==> src/hdl/dar_pkg.sv <==
// Constants and types shared by both ends of the dual converter readout link.
package dar_pkg;
    localparam int RES_W = 12;
    localparam int CNT_W = 6;
    localparam int GAIN_W = 4;
    localparam int DIV_W = 2;
    // Falling clock edge numbers within a frame.
    localparam logic [CNT_W-1:0] CNT_ZERO = 6'h00;
    localparam logic [CNT_W-1:0] CNT_ONE = 6'h01;
    localparam logic [CNT_W-1:0] FALL_MSB = 6'h13;
    localparam logic [CNT_W-1:0] FALL_SECOND = 6'h1F;
    localparam logic [CNT_W-1:0] FALL_OFF = 6'h2B;
    localparam logic [CNT_W-1:0] HOST_FIRST = 6'h14;
    localparam logic [CNT_W-1:0] HOST_LAST = 6'h1F;
    localparam logic [CNT_W-1:0] HOST_LAST2 = 6'h2B;
    // Control word position of the calibration request bit.
    localparam int CTRL_CAL_BIT = 7;
    // Saturation limits for results and stored offsets.
    localparam logic signed [RES_W:0] SAT_HI = 13'sh07FF;
    localparam logic signed [RES_W:0] SAT_LO = 13'sh1800;
    localparam logic signed [RES_W-1:0] OFF_HI = 12'sh080;
    localparam logic signed [RES_W-1:0] OFF_LO = 12'shF80;
    localparam logic [RES_W-1:0] RES_ZERO = 12'h000;
    // Request lead time before select falls, and its cycle count.
    localparam int CLK_PERIOD_NS = 100;
    localparam int CAL_LEAD_NS = 100;
    localparam int CAL_LEAD_CYC_I =
        (CAL_LEAD_NS + CLK_PERIOD_NS - 1) / CLK_PERIOD_NS;
    localparam logic [3:0] CAL_LEAD_CYC = 4'(CAL_LEAD_CYC_I);
    // Host serial clock half period in core cycles, minus one.
    localparam logic [DIV_W-1:0] SCLK_HALF_M1 = 2'h1;
    typedef enum logic [1:0] {DEV_IDLE, DEV_CONV, DEV_SHIFT} dar_dev_type;
    typedef enum logic [1:0] {H_IDLE, H_FRAME, H_GAP} dar_host_type;
endpackage

==> src/hdl/dar_link_if.sv <==
// Serial link between the converter readout end and its host.
`timescale 1ns/10ps
interface dar_link_if;
    logic sclk;
    logic cs_n;
    logic cal_req;
    logic a_o;
    logic a_oe_n;
    logic b_o;
    logic b_oe_n;
    logic result_line_a;
    logic result_line_b;
    // Resolve the shared result lines; a released line reads high.
    assign result_line_a = a_o | a_oe_n;
    assign result_line_b = b_o | b_oe_n;
    modport dev (input sclk, input cs_n, input cal_req,
                 output a_o, output a_oe_n, output b_o, output b_oe_n);
    modport host (output sclk, output cs_n, output cal_req,
                  input result_line_a, input result_line_b);
endinterface

==> src/hdl/dar_device.sv <==
// Converter end: conversion framing, result shifting and offset calibration.
`timescale 1ns/10ps
module dar_device
    import dar_pkg::*;
(
    // Clock and reset.
    input  wire logic              CORE_CLK,
    input  wire logic              RST_N,
    // Serial link.
    dar_link_if.dev                LINK,
    // Converter codes and configuration.
    input  wire logic [RES_W-1:0]  RAW_A,
    input  wire logic [RES_W-1:0]  RAW_B,
    input  wire logic [GAIN_W-1:0] GAIN_SEL,
    input  wire logic [RES_W-1:0]  CTRL_WORD,
    input  wire logic              CTRL_WR,
    // Status.
    output logic                   HOLD,
    output logic                   INPUTS_SHORTED,
    output logic                   CAL_DONE,
    output logic                   CAL_INACCURATE,
    output logic                   RESULT_CORRUPT,
    output logic                   GAIN_STALE,
    output logic [RES_W-1:0]       OFFSET_A,
    output logic [RES_W-1:0]       OFFSET_B
);

    // Subtracts a stored offset, saturating to the signed result range.
    function automatic logic [RES_W-1:0] sub_sat(
        input logic [RES_W-1:0] raw,
        input logic [RES_W-1:0] off
    );
        logic signed [RES_W:0] d;
        d = $signed({raw[RES_W-1], raw}) - $signed({off[RES_W-1], off});
        if (d > SAT_HI) begin
            sub_sat = SAT_HI[RES_W-1:0];
        end else if (d < SAT_LO) begin
            sub_sat = SAT_LO[RES_W-1:0];
        end else begin
            sub_sat = d[RES_W-1:0];
        end
    endfunction

    // Limits a measured offset to the correctable range.
    function automatic logic [RES_W-1:0] clamp_off(
        input logic [RES_W-1:0] code
    );
        if ($signed(code) > OFF_HI) begin
            clamp_off = OFF_HI;
        end else if ($signed(code) < OFF_LO) begin
            clamp_off = OFF_LO;
        end else begin
            clamp_off = code;
        end
    endfunction

    dar_dev_type       state_r;
    dar_dev_type       state_nxt;
    logic [CNT_W-1:0]  cnt_r;
    logic [CNT_W-1:0]  cnt_nxt;
    logic [CNT_W-1:0]  cnt_inc;
    logic              sclk_q_r;
    logic              cs_q_r;
    logic              req_q_r;
    logic              oe_n_r;
    logic              oe_n_nxt;
    logic [RES_W-1:0]  shift_a_r;
    logic [RES_W-1:0]  shift_a_nxt;
    logic [RES_W-1:0]  shift_b_r;
    logic [RES_W-1:0]  shift_b_nxt;
    logic [RES_W-1:0]  other_a_r;
    logic [RES_W-1:0]  other_a_nxt;
    logic [RES_W-1:0]  other_b_r;
    logic [RES_W-1:0]  other_b_nxt;
    logic [RES_W-1:0]  samp_a_r;
    logic [RES_W-1:0]  samp_a_nxt;
    logic [RES_W-1:0]  samp_b_r;
    logic [RES_W-1:0]  samp_b_nxt;
    logic [RES_W-1:0]  off_a_r;
    logic [RES_W-1:0]  off_a_nxt;
    logic [RES_W-1:0]  off_b_r;
    logic [RES_W-1:0]  off_b_nxt;
    logic [GAIN_W-1:0] gain_cal_r;
    logic [GAIN_W-1:0] gain_cal_nxt;
    logic [3:0]        lead_r;
    logic [3:0]        lead_nxt;
    logic              hold_r;
    logic              hold_nxt;
    logic              short_r;
    logic              short_nxt;
    logic              cal_run_r;
    logic              cal_run_nxt;
    logic              pend_r;
    logic              pend_nxt;
    logic              spoil_r;
    logic              spoil_nxt;
    logic              done_r;
    logic              done_nxt;
    logic              inacc_r;
    logic              inacc_nxt;
    logic              corrupt_r;
    logic              corrupt_nxt;
    logic              stale_r;
    logic              stale_nxt;
    logic              sclk_fall;
    logic              cs_fall;
    logic              cs_rise;
    logic              ctrl_cal;

    // Edge detection on the synchronous link inputs.
    assign sclk_fall = sclk_q_r & ~LINK.sclk;
    assign cs_fall   = cs_q_r & ~LINK.cs_n;
    assign cs_rise   = ~cs_q_r & LINK.cs_n;
    assign ctrl_cal  = CTRL_WR & CTRL_WORD[CTRL_CAL_BIT];
    assign cnt_inc   = cnt_r + CNT_ONE;

    // Next-state logic for framing, shifting and calibration.
    always_comb begin
        state_nxt   = state_r;
        cnt_nxt     = cnt_r;
        oe_n_nxt    = oe_n_r;
        shift_a_nxt = shift_a_r;
        shift_b_nxt = shift_b_r;
        other_a_nxt = other_a_r;
        other_b_nxt = other_b_r;
        samp_a_nxt  = samp_a_r;
        samp_b_nxt  = samp_b_r;
        off_a_nxt   = off_a_r;
        off_b_nxt   = off_b_r;
        gain_cal_nxt = gain_cal_r;
        hold_nxt    = hold_r;
        short_nxt   = short_r;
        cal_run_nxt = cal_run_r;
        inacc_nxt   = inacc_r;
        corrupt_nxt = corrupt_r;
        done_nxt    = 1'b0;
        // A control write with the calibration bit set latches a pending calibration.
        pend_nxt    = pend_r | ctrl_cal;
        // The old offset stays applied; only a flag shows the change.
        stale_nxt   = (GAIN_SEL != gain_cal_r);
        // Count how long the request has stood before select falls.
        lead_nxt    = lead_r;
        if (!LINK.cal_req) begin
            lead_nxt = 4'h0;
        end else if (lead_r < CAL_LEAD_CYC) begin
            lead_nxt = lead_r + 4'h1;
        end
        // A request raised mid-conversion spoils that conversion.
        spoil_nxt = spoil_r;
        if (state_r == DEV_CONV &&
            ((LINK.cal_req & ~req_q_r) | ctrl_cal)) begin
            spoil_nxt = 1'b1;
        end
        if (cs_rise) begin
            state_nxt = DEV_IDLE;
            oe_n_nxt  = 1'b1;
            hold_nxt  = 1'b0;
            short_nxt = 1'b0;
        end else if (cs_fall) begin
            // A clock fall in this same cycle is not counted.
            state_nxt  = DEV_CONV;
            cnt_nxt    = CNT_ZERO;
            hold_nxt   = 1'b1;
            samp_a_nxt = RAW_A;
            samp_b_nxt = RAW_B;
            oe_n_nxt   = 1'b1;
            cal_run_nxt = LINK.cal_req | pend_r | ctrl_cal;
            short_nxt  = LINK.cal_req | pend_r | ctrl_cal;
            pend_nxt   = 1'b0;
            inacc_nxt  = LINK.cal_req & (lead_r < CAL_LEAD_CYC);
            spoil_nxt  = 1'b0;
        end else if (sclk_fall && state_r != DEV_IDLE) begin
            cnt_nxt = cnt_inc;
            if (cnt_inc == FALL_MSB) begin
                // Conversion ends: track again and present both MSBs.
                state_nxt   = DEV_SHIFT;
                hold_nxt    = 1'b0;
                short_nxt   = 1'b0;
                oe_n_nxt    = 1'b0;
                shift_a_nxt = sub_sat(samp_a_r, off_a_r);
                shift_b_nxt = sub_sat(samp_b_r, off_b_r);
                other_a_nxt = sub_sat(samp_b_r, off_b_r);
                other_b_nxt = sub_sat(samp_a_r, off_a_r);
                corrupt_nxt = spoil_r;
                if (cal_run_r) begin
                    off_a_nxt    = clamp_off(samp_a_r);
                    off_b_nxt    = clamp_off(samp_b_r);
                    gain_cal_nxt = GAIN_SEL;
                    done_nxt     = 1'b1;
                    cal_run_nxt  = 1'b0;
                end
            end else if (cnt_inc == FALL_SECOND) begin
                // Swap in the other converter's word on each line.
                shift_a_nxt = other_a_r;
                shift_b_nxt = other_b_r;
            end else if (cnt_inc == FALL_OFF) begin
                state_nxt = DEV_IDLE;
                oe_n_nxt  = 1'b1;
            end else if (state_r == DEV_SHIFT) begin
                shift_a_nxt = {shift_a_r[RES_W-2:0], 1'b0};
                shift_b_nxt = {shift_b_r[RES_W-2:0], 1'b0};
            end
        end
    end

    // Registers, cleared by the synchronous reset.
    always_ff @(posedge CORE_CLK) begin
        if (!RST_N) begin
            state_r    <= DEV_IDLE;
            cnt_r      <= CNT_ZERO;
            sclk_q_r   <= 1'b1;
            cs_q_r     <= 1'b1;
            req_q_r    <= 1'b0;
            oe_n_r     <= 1'b1;
            shift_a_r  <= RES_ZERO;
            shift_b_r  <= RES_ZERO;
            other_a_r  <= RES_ZERO;
            other_b_r  <= RES_ZERO;
            samp_a_r   <= RES_ZERO;
            samp_b_r   <= RES_ZERO;
            off_a_r    <= RES_ZERO;
            off_b_r    <= RES_ZERO;
            gain_cal_r <= 4'h0;
            lead_r     <= 4'h0;
            hold_r     <= 1'b0;
            short_r    <= 1'b0;
            cal_run_r  <= 1'b0;
            pend_r     <= 1'b0;
            spoil_r    <= 1'b0;
            done_r     <= 1'b0;
            inacc_r    <= 1'b0;
            corrupt_r  <= 1'b0;
            stale_r    <= 1'b0;
        end else begin
            state_r    <= state_nxt;
            cnt_r      <= cnt_nxt;
            sclk_q_r   <= LINK.sclk;
            cs_q_r     <= LINK.cs_n;
            req_q_r    <= LINK.cal_req;
            oe_n_r     <= oe_n_nxt;
            shift_a_r  <= shift_a_nxt;
            shift_b_r  <= shift_b_nxt;
            other_a_r  <= other_a_nxt;
            other_b_r  <= other_b_nxt;
            samp_a_r   <= samp_a_nxt;
            samp_b_r   <= samp_b_nxt;
            off_a_r    <= off_a_nxt;
            off_b_r    <= off_b_nxt;
            gain_cal_r <= gain_cal_nxt;
            lead_r     <= lead_nxt;
            hold_r     <= hold_nxt;
            short_r    <= short_nxt;
            cal_run_r  <= cal_run_nxt;
            pend_r     <= pend_nxt;
            spoil_r    <= spoil_nxt;
            done_r     <= done_nxt;
            inacc_r    <= inacc_nxt;
            corrupt_r  <= corrupt_nxt;
            stale_r    <= stale_nxt;
        end
    end

    // Line drive comes straight from the shift register MSBs.
    assign LINK.a_o    = shift_a_r[RES_W-1];
    assign LINK.b_o    = shift_b_r[RES_W-1];
    assign LINK.a_oe_n = oe_n_r;
    assign LINK.b_oe_n = oe_n_r;

    // Status outputs.
    assign HOLD           = hold_r;
    assign INPUTS_SHORTED = short_r;
    assign CAL_DONE       = done_r;
    assign CAL_INACCURATE = inacc_r;
    assign RESULT_CORRUPT = corrupt_r;
    assign GAIN_STALE     = stale_r;
    assign OFFSET_A       = off_a_r;
    assign OFFSET_B       = off_b_r;

endmodule

==> src/flat_wrapper.sv <==
// flat-port wrapper written by rule: the top's interface ports become plain ports
module dar_device_flat import dar_pkg::*;
  (CORE_CLK, RST_N, RAW_A, RAW_B, GAIN_SEL, CTRL_WORD, CTRL_WR, HOLD, INPUTS_SHORTED, CAL_DONE, CAL_INACCURATE, RESULT_CORRUPT, GAIN_STALE, OFFSET_A, OFFSET_B, LINK_sclk, LINK_cs_n, LINK_cal_req, LINK_a_o, LINK_a_oe_n, LINK_b_o, LINK_b_oe_n);
  dar_link_if LINK_i ();
  input  wire logic CORE_CLK;
  input  wire logic RST_N;
  input  wire logic [RES_W-1:0] RAW_A;
  input  wire logic [RES_W-1:0] RAW_B;
  input  wire logic [GAIN_W-1:0] GAIN_SEL;
  input  wire logic [RES_W-1:0] CTRL_WORD;
  input  wire logic CTRL_WR;
  output logic HOLD;
  output logic INPUTS_SHORTED;
  output logic CAL_DONE;
  output logic CAL_INACCURATE;
  output logic RESULT_CORRUPT;
  output logic GAIN_STALE;
  output logic [RES_W-1:0] OFFSET_A;
  output logic [RES_W-1:0] OFFSET_B;
  input wire logic [$bits(LINK_i.sclk)-1:0] LINK_sclk;
  input wire logic [$bits(LINK_i.cs_n)-1:0] LINK_cs_n;
  input wire logic [$bits(LINK_i.cal_req)-1:0] LINK_cal_req;
  output wire logic [$bits(LINK_i.a_o)-1:0] LINK_a_o;
  output wire logic [$bits(LINK_i.a_oe_n)-1:0] LINK_a_oe_n;
  output wire logic [$bits(LINK_i.b_o)-1:0] LINK_b_o;
  output wire logic [$bits(LINK_i.b_oe_n)-1:0] LINK_b_oe_n;
  assign LINK_i.sclk = LINK_sclk;
  assign LINK_i.cs_n = LINK_cs_n;
  assign LINK_i.cal_req = LINK_cal_req;
  assign LINK_a_o = LINK_i.a_o;
  assign LINK_a_oe_n = LINK_i.a_oe_n;
  assign LINK_b_o = LINK_i.b_o;
  assign LINK_b_oe_n = LINK_i.b_oe_n;
  dar_device u_core (.CORE_CLK(CORE_CLK), .RST_N(RST_N), .LINK(LINK_i), .RAW_A(RAW_A), .RAW_B(RAW_B), .GAIN_SEL(GAIN_SEL), .CTRL_WORD(CTRL_WORD), .CTRL_WR(CTRL_WR), .HOLD(HOLD), .INPUTS_SHORTED(INPUTS_SHORTED), .CAL_DONE(CAL_DONE), .CAL_INACCURATE(CAL_INACCURATE), .RESULT_CORRUPT(RESULT_CORRUPT), .GAIN_STALE(GAIN_STALE), .OFFSET_A(OFFSET_A), .OFFSET_B(OFFSET_B));
endmodule
==> config.mk <==
export PLATFORM = sky130hd
export DESIGN_NAME = dar_device_flat
export DESIGN_NICKNAME = d
export VERILOG_FILES = /design/src/hdl/dar_pkg.sv /design/src/hdl/dar_link_if.sv /design/src/hdl/dar_device.sv /design/src/flat_wrapper.sv
export SDC_FILE = /design/constraint.sdc
export NUM_CORES = 1
export LEC_CHECK = 0
export ABC_AREA = 1
export BUFFER_PORTS_ARGS = -buffer_cell sky130_fd_sc_hd__buf_2
export CORE_UTILIZATION = 48
export DETAILED_ROUTE_END_ITERATION = 6
export PLACE_DENSITY = 0.71
export RECOVER_POWER = 25
export SLEW_MARGIN = 15
export SYNTH_ARGS = -nofsm -noshare
export SYNTH_HDL_FRONTEND = slang
export SYNTH_SLANG_ARGS = --single-unit
==> constraint.sdc <==
create_clock -name CORE_CLK -period 2.4 [get_ports CORE_CLK]
set_input_delay 0.12 -clock CORE_CLK [delete_from_list [all_inputs] [get_ports CORE_CLK]]
set_output_delay 0.12 -clock CORE_CLK [all_outputs]
set_load 0.02 [all_outputs]
* Word level (Yosys, flattened, before mapping)
Index checks and enable logic that the tools add are counted.
** Word-level totals
- Register bits after elaboration :: 125
- Logic and storage cells :: 124
- Output and inout port bits :: 34
** Operators by class
- Muxes and demuxes :: 36
- Reduce and logical (&&, ||, !) cells :: 21
- Bitwise logic cells :: 19
- Equal/unequal tests :: 9
- Add/subtract/negate cells :: 4
- Order comparisons :: 9
** Operators by type and width (number)
- $mux W12 :: 16
- $gt A13 B12 Y1 const B :: 2
- $lt A13 B12 Y1 const B :: 2
- $sub A12 B12 Y13 :: 2
- $gt A12 B9 Y1 const B :: 2
- $lt A12 B8 Y1 const B :: 2
- $mux W1 :: 15
- $eq A6 B5 Y1 const B :: 2
- $mux W6 :: 2
- $reduce_and A5 Y1 :: 2
- $not A1 Y1 :: 9
- $reduce_and A3 Y1 :: 3
- $reduce_and A2 Y1 :: 4
- $reduce_bool A2 Y1 :: 4
- $add A6 B1 Y6 const B :: 1
- $and A1 B1 Y1 :: 6
- $eq A6 B6 Y1 const B :: 1
- $mux W2 :: 3
- $ne A3 B1 Y1 const B :: 2
- $reduce_bool A3 Y1 :: 2
- $reduce_or A5 Y1 :: 1
- $add A4 B1 Y4 const B :: 1
- $lt A4 B1 Y1 const B :: 1
- $ne A4 B4 Y1 :: 1
- other kinds (8) :: 12

* Longest topological paths before layout
- Depth after elaboration :: 7
- Gate-level depth with buffers :: 18
- Gate-level depth less buffers :: 17

* Worst setup path after synthesis
OpenSTA, ideal clock, no wires.
- Path type :: reg-to-reg
- From :: register u_core.off_a_r[0], in the netlist u_core.OFFSET_A[0]
- To :: register u_core.shift_a_r[1]
- Library setup time :: 0.070 ns
- Buffers on the path :: 1
- Path slack :: 0.168 ns
- Clock period less this slack :: 2.232 ns
- Data arrival time :: 2.162 ns
- Required time :: 2.330 ns
- Cell stages (with the launch flop) :: 16
- Cells stage by stage :: dfxtp_1 > ha_1 > fa_1 > nand3b_1 > nand2_1 > nand2_1 > nand2_1 > nand2_1 > nand2_1 > nand2_1 > nand2_1 > buf_2 > nand2_1 > nand2_1 > nand2_1 > a21oi_1
** On the way
- Word-level cells in the longest chain between the ends :: 5
- Elaborated cells on any way between the ends :: 6
- Those cells by class :: add/sub (1); order compare (2); mux (3)
** Ends and longest elaborated chain
- start: declaration :: line dar_device.sv:79 : logic [RES_W-1:0] off_a_r;
- start signal: assignment :: line dar_device.sv:247 : off_a_r <= off_a_nxt;
- $sub A12 B12 Y13 * :: line dar_device.sv:34 : d = $signed({raw[RES_W-1], raw}) - $signed({off[RES_W-1], off});
- $lt A13 B12 Y1 :: line dar_device.sv:37 : end else if (d < SAT_LO) begin
- $mux W12 :: line dar_device.sv:37
- $mux W12 * :: line dar_device.sv:35 : if (d > SAT_HI) begin
- $mux W12 * :: line dar_device.sv:174 : if (cnt_inc == FALL_MSB) begin
- end signal: assignment :: line dar_device.sv:241 : shift_a_r <= shift_a_nxt;
- end: declaration :: line dar_device.sv:67 : logic [RES_W-1:0] shift_a_r;
Every way passes the cells marked *; elsewhere a longest branch is shown, timed or not.
A chain may end at the register's enable or synchronous reset.

* Worst setup path in the final report
- From :: register u_core.cnt_r[1]
- To :: register u_core.shift_b_r[4]
** On the way
- Word-level cells in the longest chain between the ends :: 4
- Elaborated cells on any way between the ends :: 9
- Those cells by class :: add/sub (1); eq/ne (4); mux (2); reduce/logical (2)
** Ends and longest elaborated chain
- start: declaration :: line dar_device.sv:59 : logic [CNT_W-1:0] cnt_r;
- start signal: assignment :: line dar_device.sv:236 : cnt_r <= cnt_nxt;
- $add A6 B1 Y6 * :: line dar_device.sv:115 : assign cnt_inc = cnt_r + CNT_ONE;
- $eq A6 B6 Y1 (tied with other cells) :: line dar_device.sv:196 : end else if (cnt_inc == FALL_OFF) begin
- $ne A3 B1 Y1 (no line) (tied with other cells)
- $reduce_and A5 Y1 (no line) or $mux W12 (tied branches)
- end signal: assignment :: line dar_device.sv:242 : shift_b_r <= shift_b_nxt;
- end: declaration :: line dar_device.sv:69 : logic [RES_W-1:0] shift_b_r;
Marked as above.

==> run metrics <==
outcome finished, violations left; violated checks negative hold slack, max-capacitance violations, max-slew violations; vias per cell ~5; fin. max-slew vios 42; sequential area share after synthesis 0.355; Reg power frac 0.386; simple-gate area share of the yosys netlist 0.260; crit-path max cell delay approximately 560 ps; WP data arrival 2570 ps; final hold violation count 1; Pleak around 4 nW; Max-Cap Viols 1; f_max 0.441 GHz; Ant. Diodes 0; total CTS buffers 17; post-route cell area 8610 µm²; Slew @ Worst Pin 1610 ps; Worst Skew slightly below 10 ps; Port Buf Inserts 68; crit path time final approximately 2300 ps; H-tree depth 4; syn_area_per_cell approximately 6.7 µm²; clock share of power 0.446; CP Max Fanout 25; Initial Utilization 0.500; Pint 4.02 mW; DP Area 7700 µm²; combinational power share 0.168; first-pass GRT wire length 30,800 µm; CP max stage cell o21bai_4; drt drc 0; Critical Path RT 2700 ps; core area 14,100 µm²; layout cell share with drive strength beyond 1 0.128; gpl congestion 0.876; xor and xnor area share after synthesis 0.0224; Hold Slack -3.08 ps; Worst slew margin -0.0735; die width around 120 µm; total track usage 0.263; Die H roughly 120 µm; Area Overhead vs Synth 22.0%; Non-Filler Instances between 1,000 and 1,500; CP endpoint kind register; Net Sw Frac 0.285; Worst Path Buf+Inv 1; Cell Rows 43; Final #Nets approximately 1,200; NetSw roughly 1.6 mW; vias in the first global route ~6,400; Post-Syn Instances approximately 1,100; clock slew at reported path FFs 60 ps; post-synthesis cell area 7050 µm²; area fraction in compound gates after synthesis 0.183; ANT nets after route 0; CTS tree built; crit-path leading delay family compound AO/OA/AOI/OAI gates; WL final 18,800 µm; die area 15,200 µm²; largest net degree at the start of global routing 48; clock root buffer clkbuf_16; crit-path cells ha_1, nand3_1, xor2_1, nand3_2, buf_4, o21ai_4, o21bai_4, nand2_1, nand2_1, a21oi_2; Pwr Density 654 nW/µm²; startpoint types register; Tcrit/Tclk final 0.944; Synth Register Bits 125; Worst-Skew Late Latency 420 ps; post-synthesis mux area share 0; Post-Synth Adder-Cell Area 0.0624; VDD IR max roughly 0.53 mV; DP Wirelength between 10,000 and 15,000 µm; clock sink total 125; clock tree buffer depth 2; vias 6,946; HP Class input pin to register; Synth Net Count roughly 1,100; most used cell, CP nand2_1; Crit Path Class register to register; Remaining Overflow, GRT 0; main combinational cell family by area after synthesis simple AND/OR/NAND/NOR gates; YS warnings 0; I/O pin count 80; Yosys cell types 40; WL/cell ~14 µm; Initial DRT Pass Iterations 4; antenna violations before repair 0; Finish-stage setup viols 0; DR iter-0 viols 420; placed cells 1,300
==> metrics by stage <==
| step | setup TNS [ps] | setup WS, ps | utilization | power, mW |
|---|---|---|---|---|
| 5_1_grt | -25.4 | -13.1 | 0.611 | 5.86 |
| 3_3_place_gp | 0 | 45.2 | 0.547 | 3.05 |
| 4_1_cts | 0 | 51.7 | 0.605 | 5.58 |
| 6_report | 0 | 134 | 0.611 | 5.62 |
| 2_1_floorplan | 0 | 168 | - | 2.78 |
| 3_5_place_dp | -163 | -34.0 | 0.547 | 3.06 |
==> final cells by class <==
class | instances | area, µm²
repair buffers | 131 | 897
well taps | 180 | 225
clock buffers | 19 | 443
flip-flops and latches | 125 | 2500
fillers | 1323 | 5490
inverters | 161 | 607
multi-input cells | 732 | 3810
clock inverters | 10 | 119
==> kinds of logic (layout without fill, tap and decap cells) <==
group                    Yosys count  in the layout
flip-flops                       125            125
AO/OA/AOI/OAI                    239            239
AND/OR/NAND/NOR                  441            441
buffers and inverters            201            321
adder cells (fa/ha/maj)           34             34
XOR/XNOR                          18             18
==> Yosys cell counts <==
master | n | area, µm²
a211oi_1 | 1 | 7.51
a21o_1 | 1 | 7.51
a21oi_1 | 98 | 490
a21oi_2 | 13 | 114
a22oi_1 | 1 | 7.51
a31oi_1 | 4 | 25.0
and2_1 | 3 | 18.8
buf_1 | 3 | 11.3
buf_2 | 8 | 40.0
buf_4 | 8 | 60.1
buf_6 | 4 | 45.0
clkbuf_1 | 17 | 63.8
clkinv_1 | 1 | 3.75
dfxtp_1 | 125 | 2500
fa_1 | 2 | 40.0
ha_1 | 32 | 400
inv_1 | 158 | 593
inv_2 | 1 | 3.75
inv_4 | 1 | 6.26
nand2_1 | 284 | 1070
nand2_2 | 2 | 12.5
nand3_1 | 36 | 180
nand3_2 | 1 | 10.0
nand3b_1 | 2 | 15.0
nand4_1 | 10 | 62.6
nor2_1 | 82 | 308
nor2_2 | 1 | 6.26
nor2_4 | 4 | 45.0
nor3_1 | 3 | 15.0
nor3b_4 | 1 | 18.8
nor4_1 | 8 | 50.1
o211ai_1 | 3 | 22.5
o21ai_0 | 93 | 465
o21ai_1 | 22 | 110
o21ai_4 | 1 | 16.3
o21bai_1 | 1 | 7.51
o21bai_4 | 1 | 18.8
or2_2 | 4 | 25.0
xnor2_1 | 8 | 70.1
xor2_1 | 10 | 87.6
==> cells in the final DEF, fill, tap and decap left out, types with 4 or more instances in the layout <==
cell type and count:
a21oi_1 97, a21oi_2 14, a31oi_1 4, buf_12 5
buf_2 36, buf_4 31, clkbuf_1 34, clkbuf_16 17
dfxtp_1 123, dlygate4sd3_1 26, ha_1 27, inv_1 158
nand2_1 276, nand2_2 8, nand3_1 36, nand4_1 10
nor2_1 81, nor2_4 5, nor4_1 8, o21ai_0 93
o21ai_1 20, or2_2 4, xnor2_1 8, xor2_1 10
==> layer usage <==
layer  share of wire  routed length [µm]  up-vias  GRT usage
met3           0.054                1020       31     0.0549
met5               0                   0        -          0
met2            0.45                8480      203      0.422
met4           0.019                 351        0     0.0866
met1            0.48                8940     3110      0.349
li1                -                   -     3602          -
==> power groups by stage <==
stage | sequential (mW) | clock, mW | combinational (mW)
after detailed placement | 2.21 | 0 | 0.854
after CTS | 2.17 | 2.52 | 0.897
final | 2.17 | 2.51 | 0.947
after global placement | 2.21 | 0 | 0.845
after floorplan | 2.20 | 0 | 0.577
after global routing | 2.17 | 2.62 | 1.07
==> worst register-to-register path: stages, from the launching register on <==
cell      delay (ps)
dfxtp_1          400
ha_1             210
nand3_1          100
xor2_1           180
nand3_2          140
buf_4            190
o21ai_4           90
o21bai_4         560
nand2_1          120
nand2_1          110
a21oi_2           40
==> timing repair <==
item,CTS,global route
endpoints found under the setup margin,11,45
hold endpoints to repair,25,0
hold buffers,26,0
gates resized for setup,1,23
setup buffers,0,3
pin swaps,0,3
==> final timing paths <==
check	startpoint	to	slack (ps)	cells after the start
hold / removal	RAW_A[4]	u_core.samp_a_r[4]	-3	3
setup / recovery	u_core.cnt_r[1]	u_core.shift_b_r[4]	130	10
hold reg to reg	u_core.other_b_r[11]	u_core.other_b_r[11]	450	2
setup reg to reg	u_core.cnt_r[1]	u_core.shift_b_r[4]	130	10
==> registers in the layout, summed over array words and instances (netlist names), 2 cells and up <==
register           count
u_core.OFFSET_A       12
u_core.OFFSET_B       12
u_core.cnt_r           6
u_core.gain_cal_r      4
u_core.lead_r          4
u_core.other_a_r      12
u_core.other_b_r      12
u_core.samp_a_r       12
u_core.samp_b_r       12
u_core.shift_a_r      12
u_core.shift_b_r      12
u_core.state_r         2
Power figures use the tool's default switching activity.
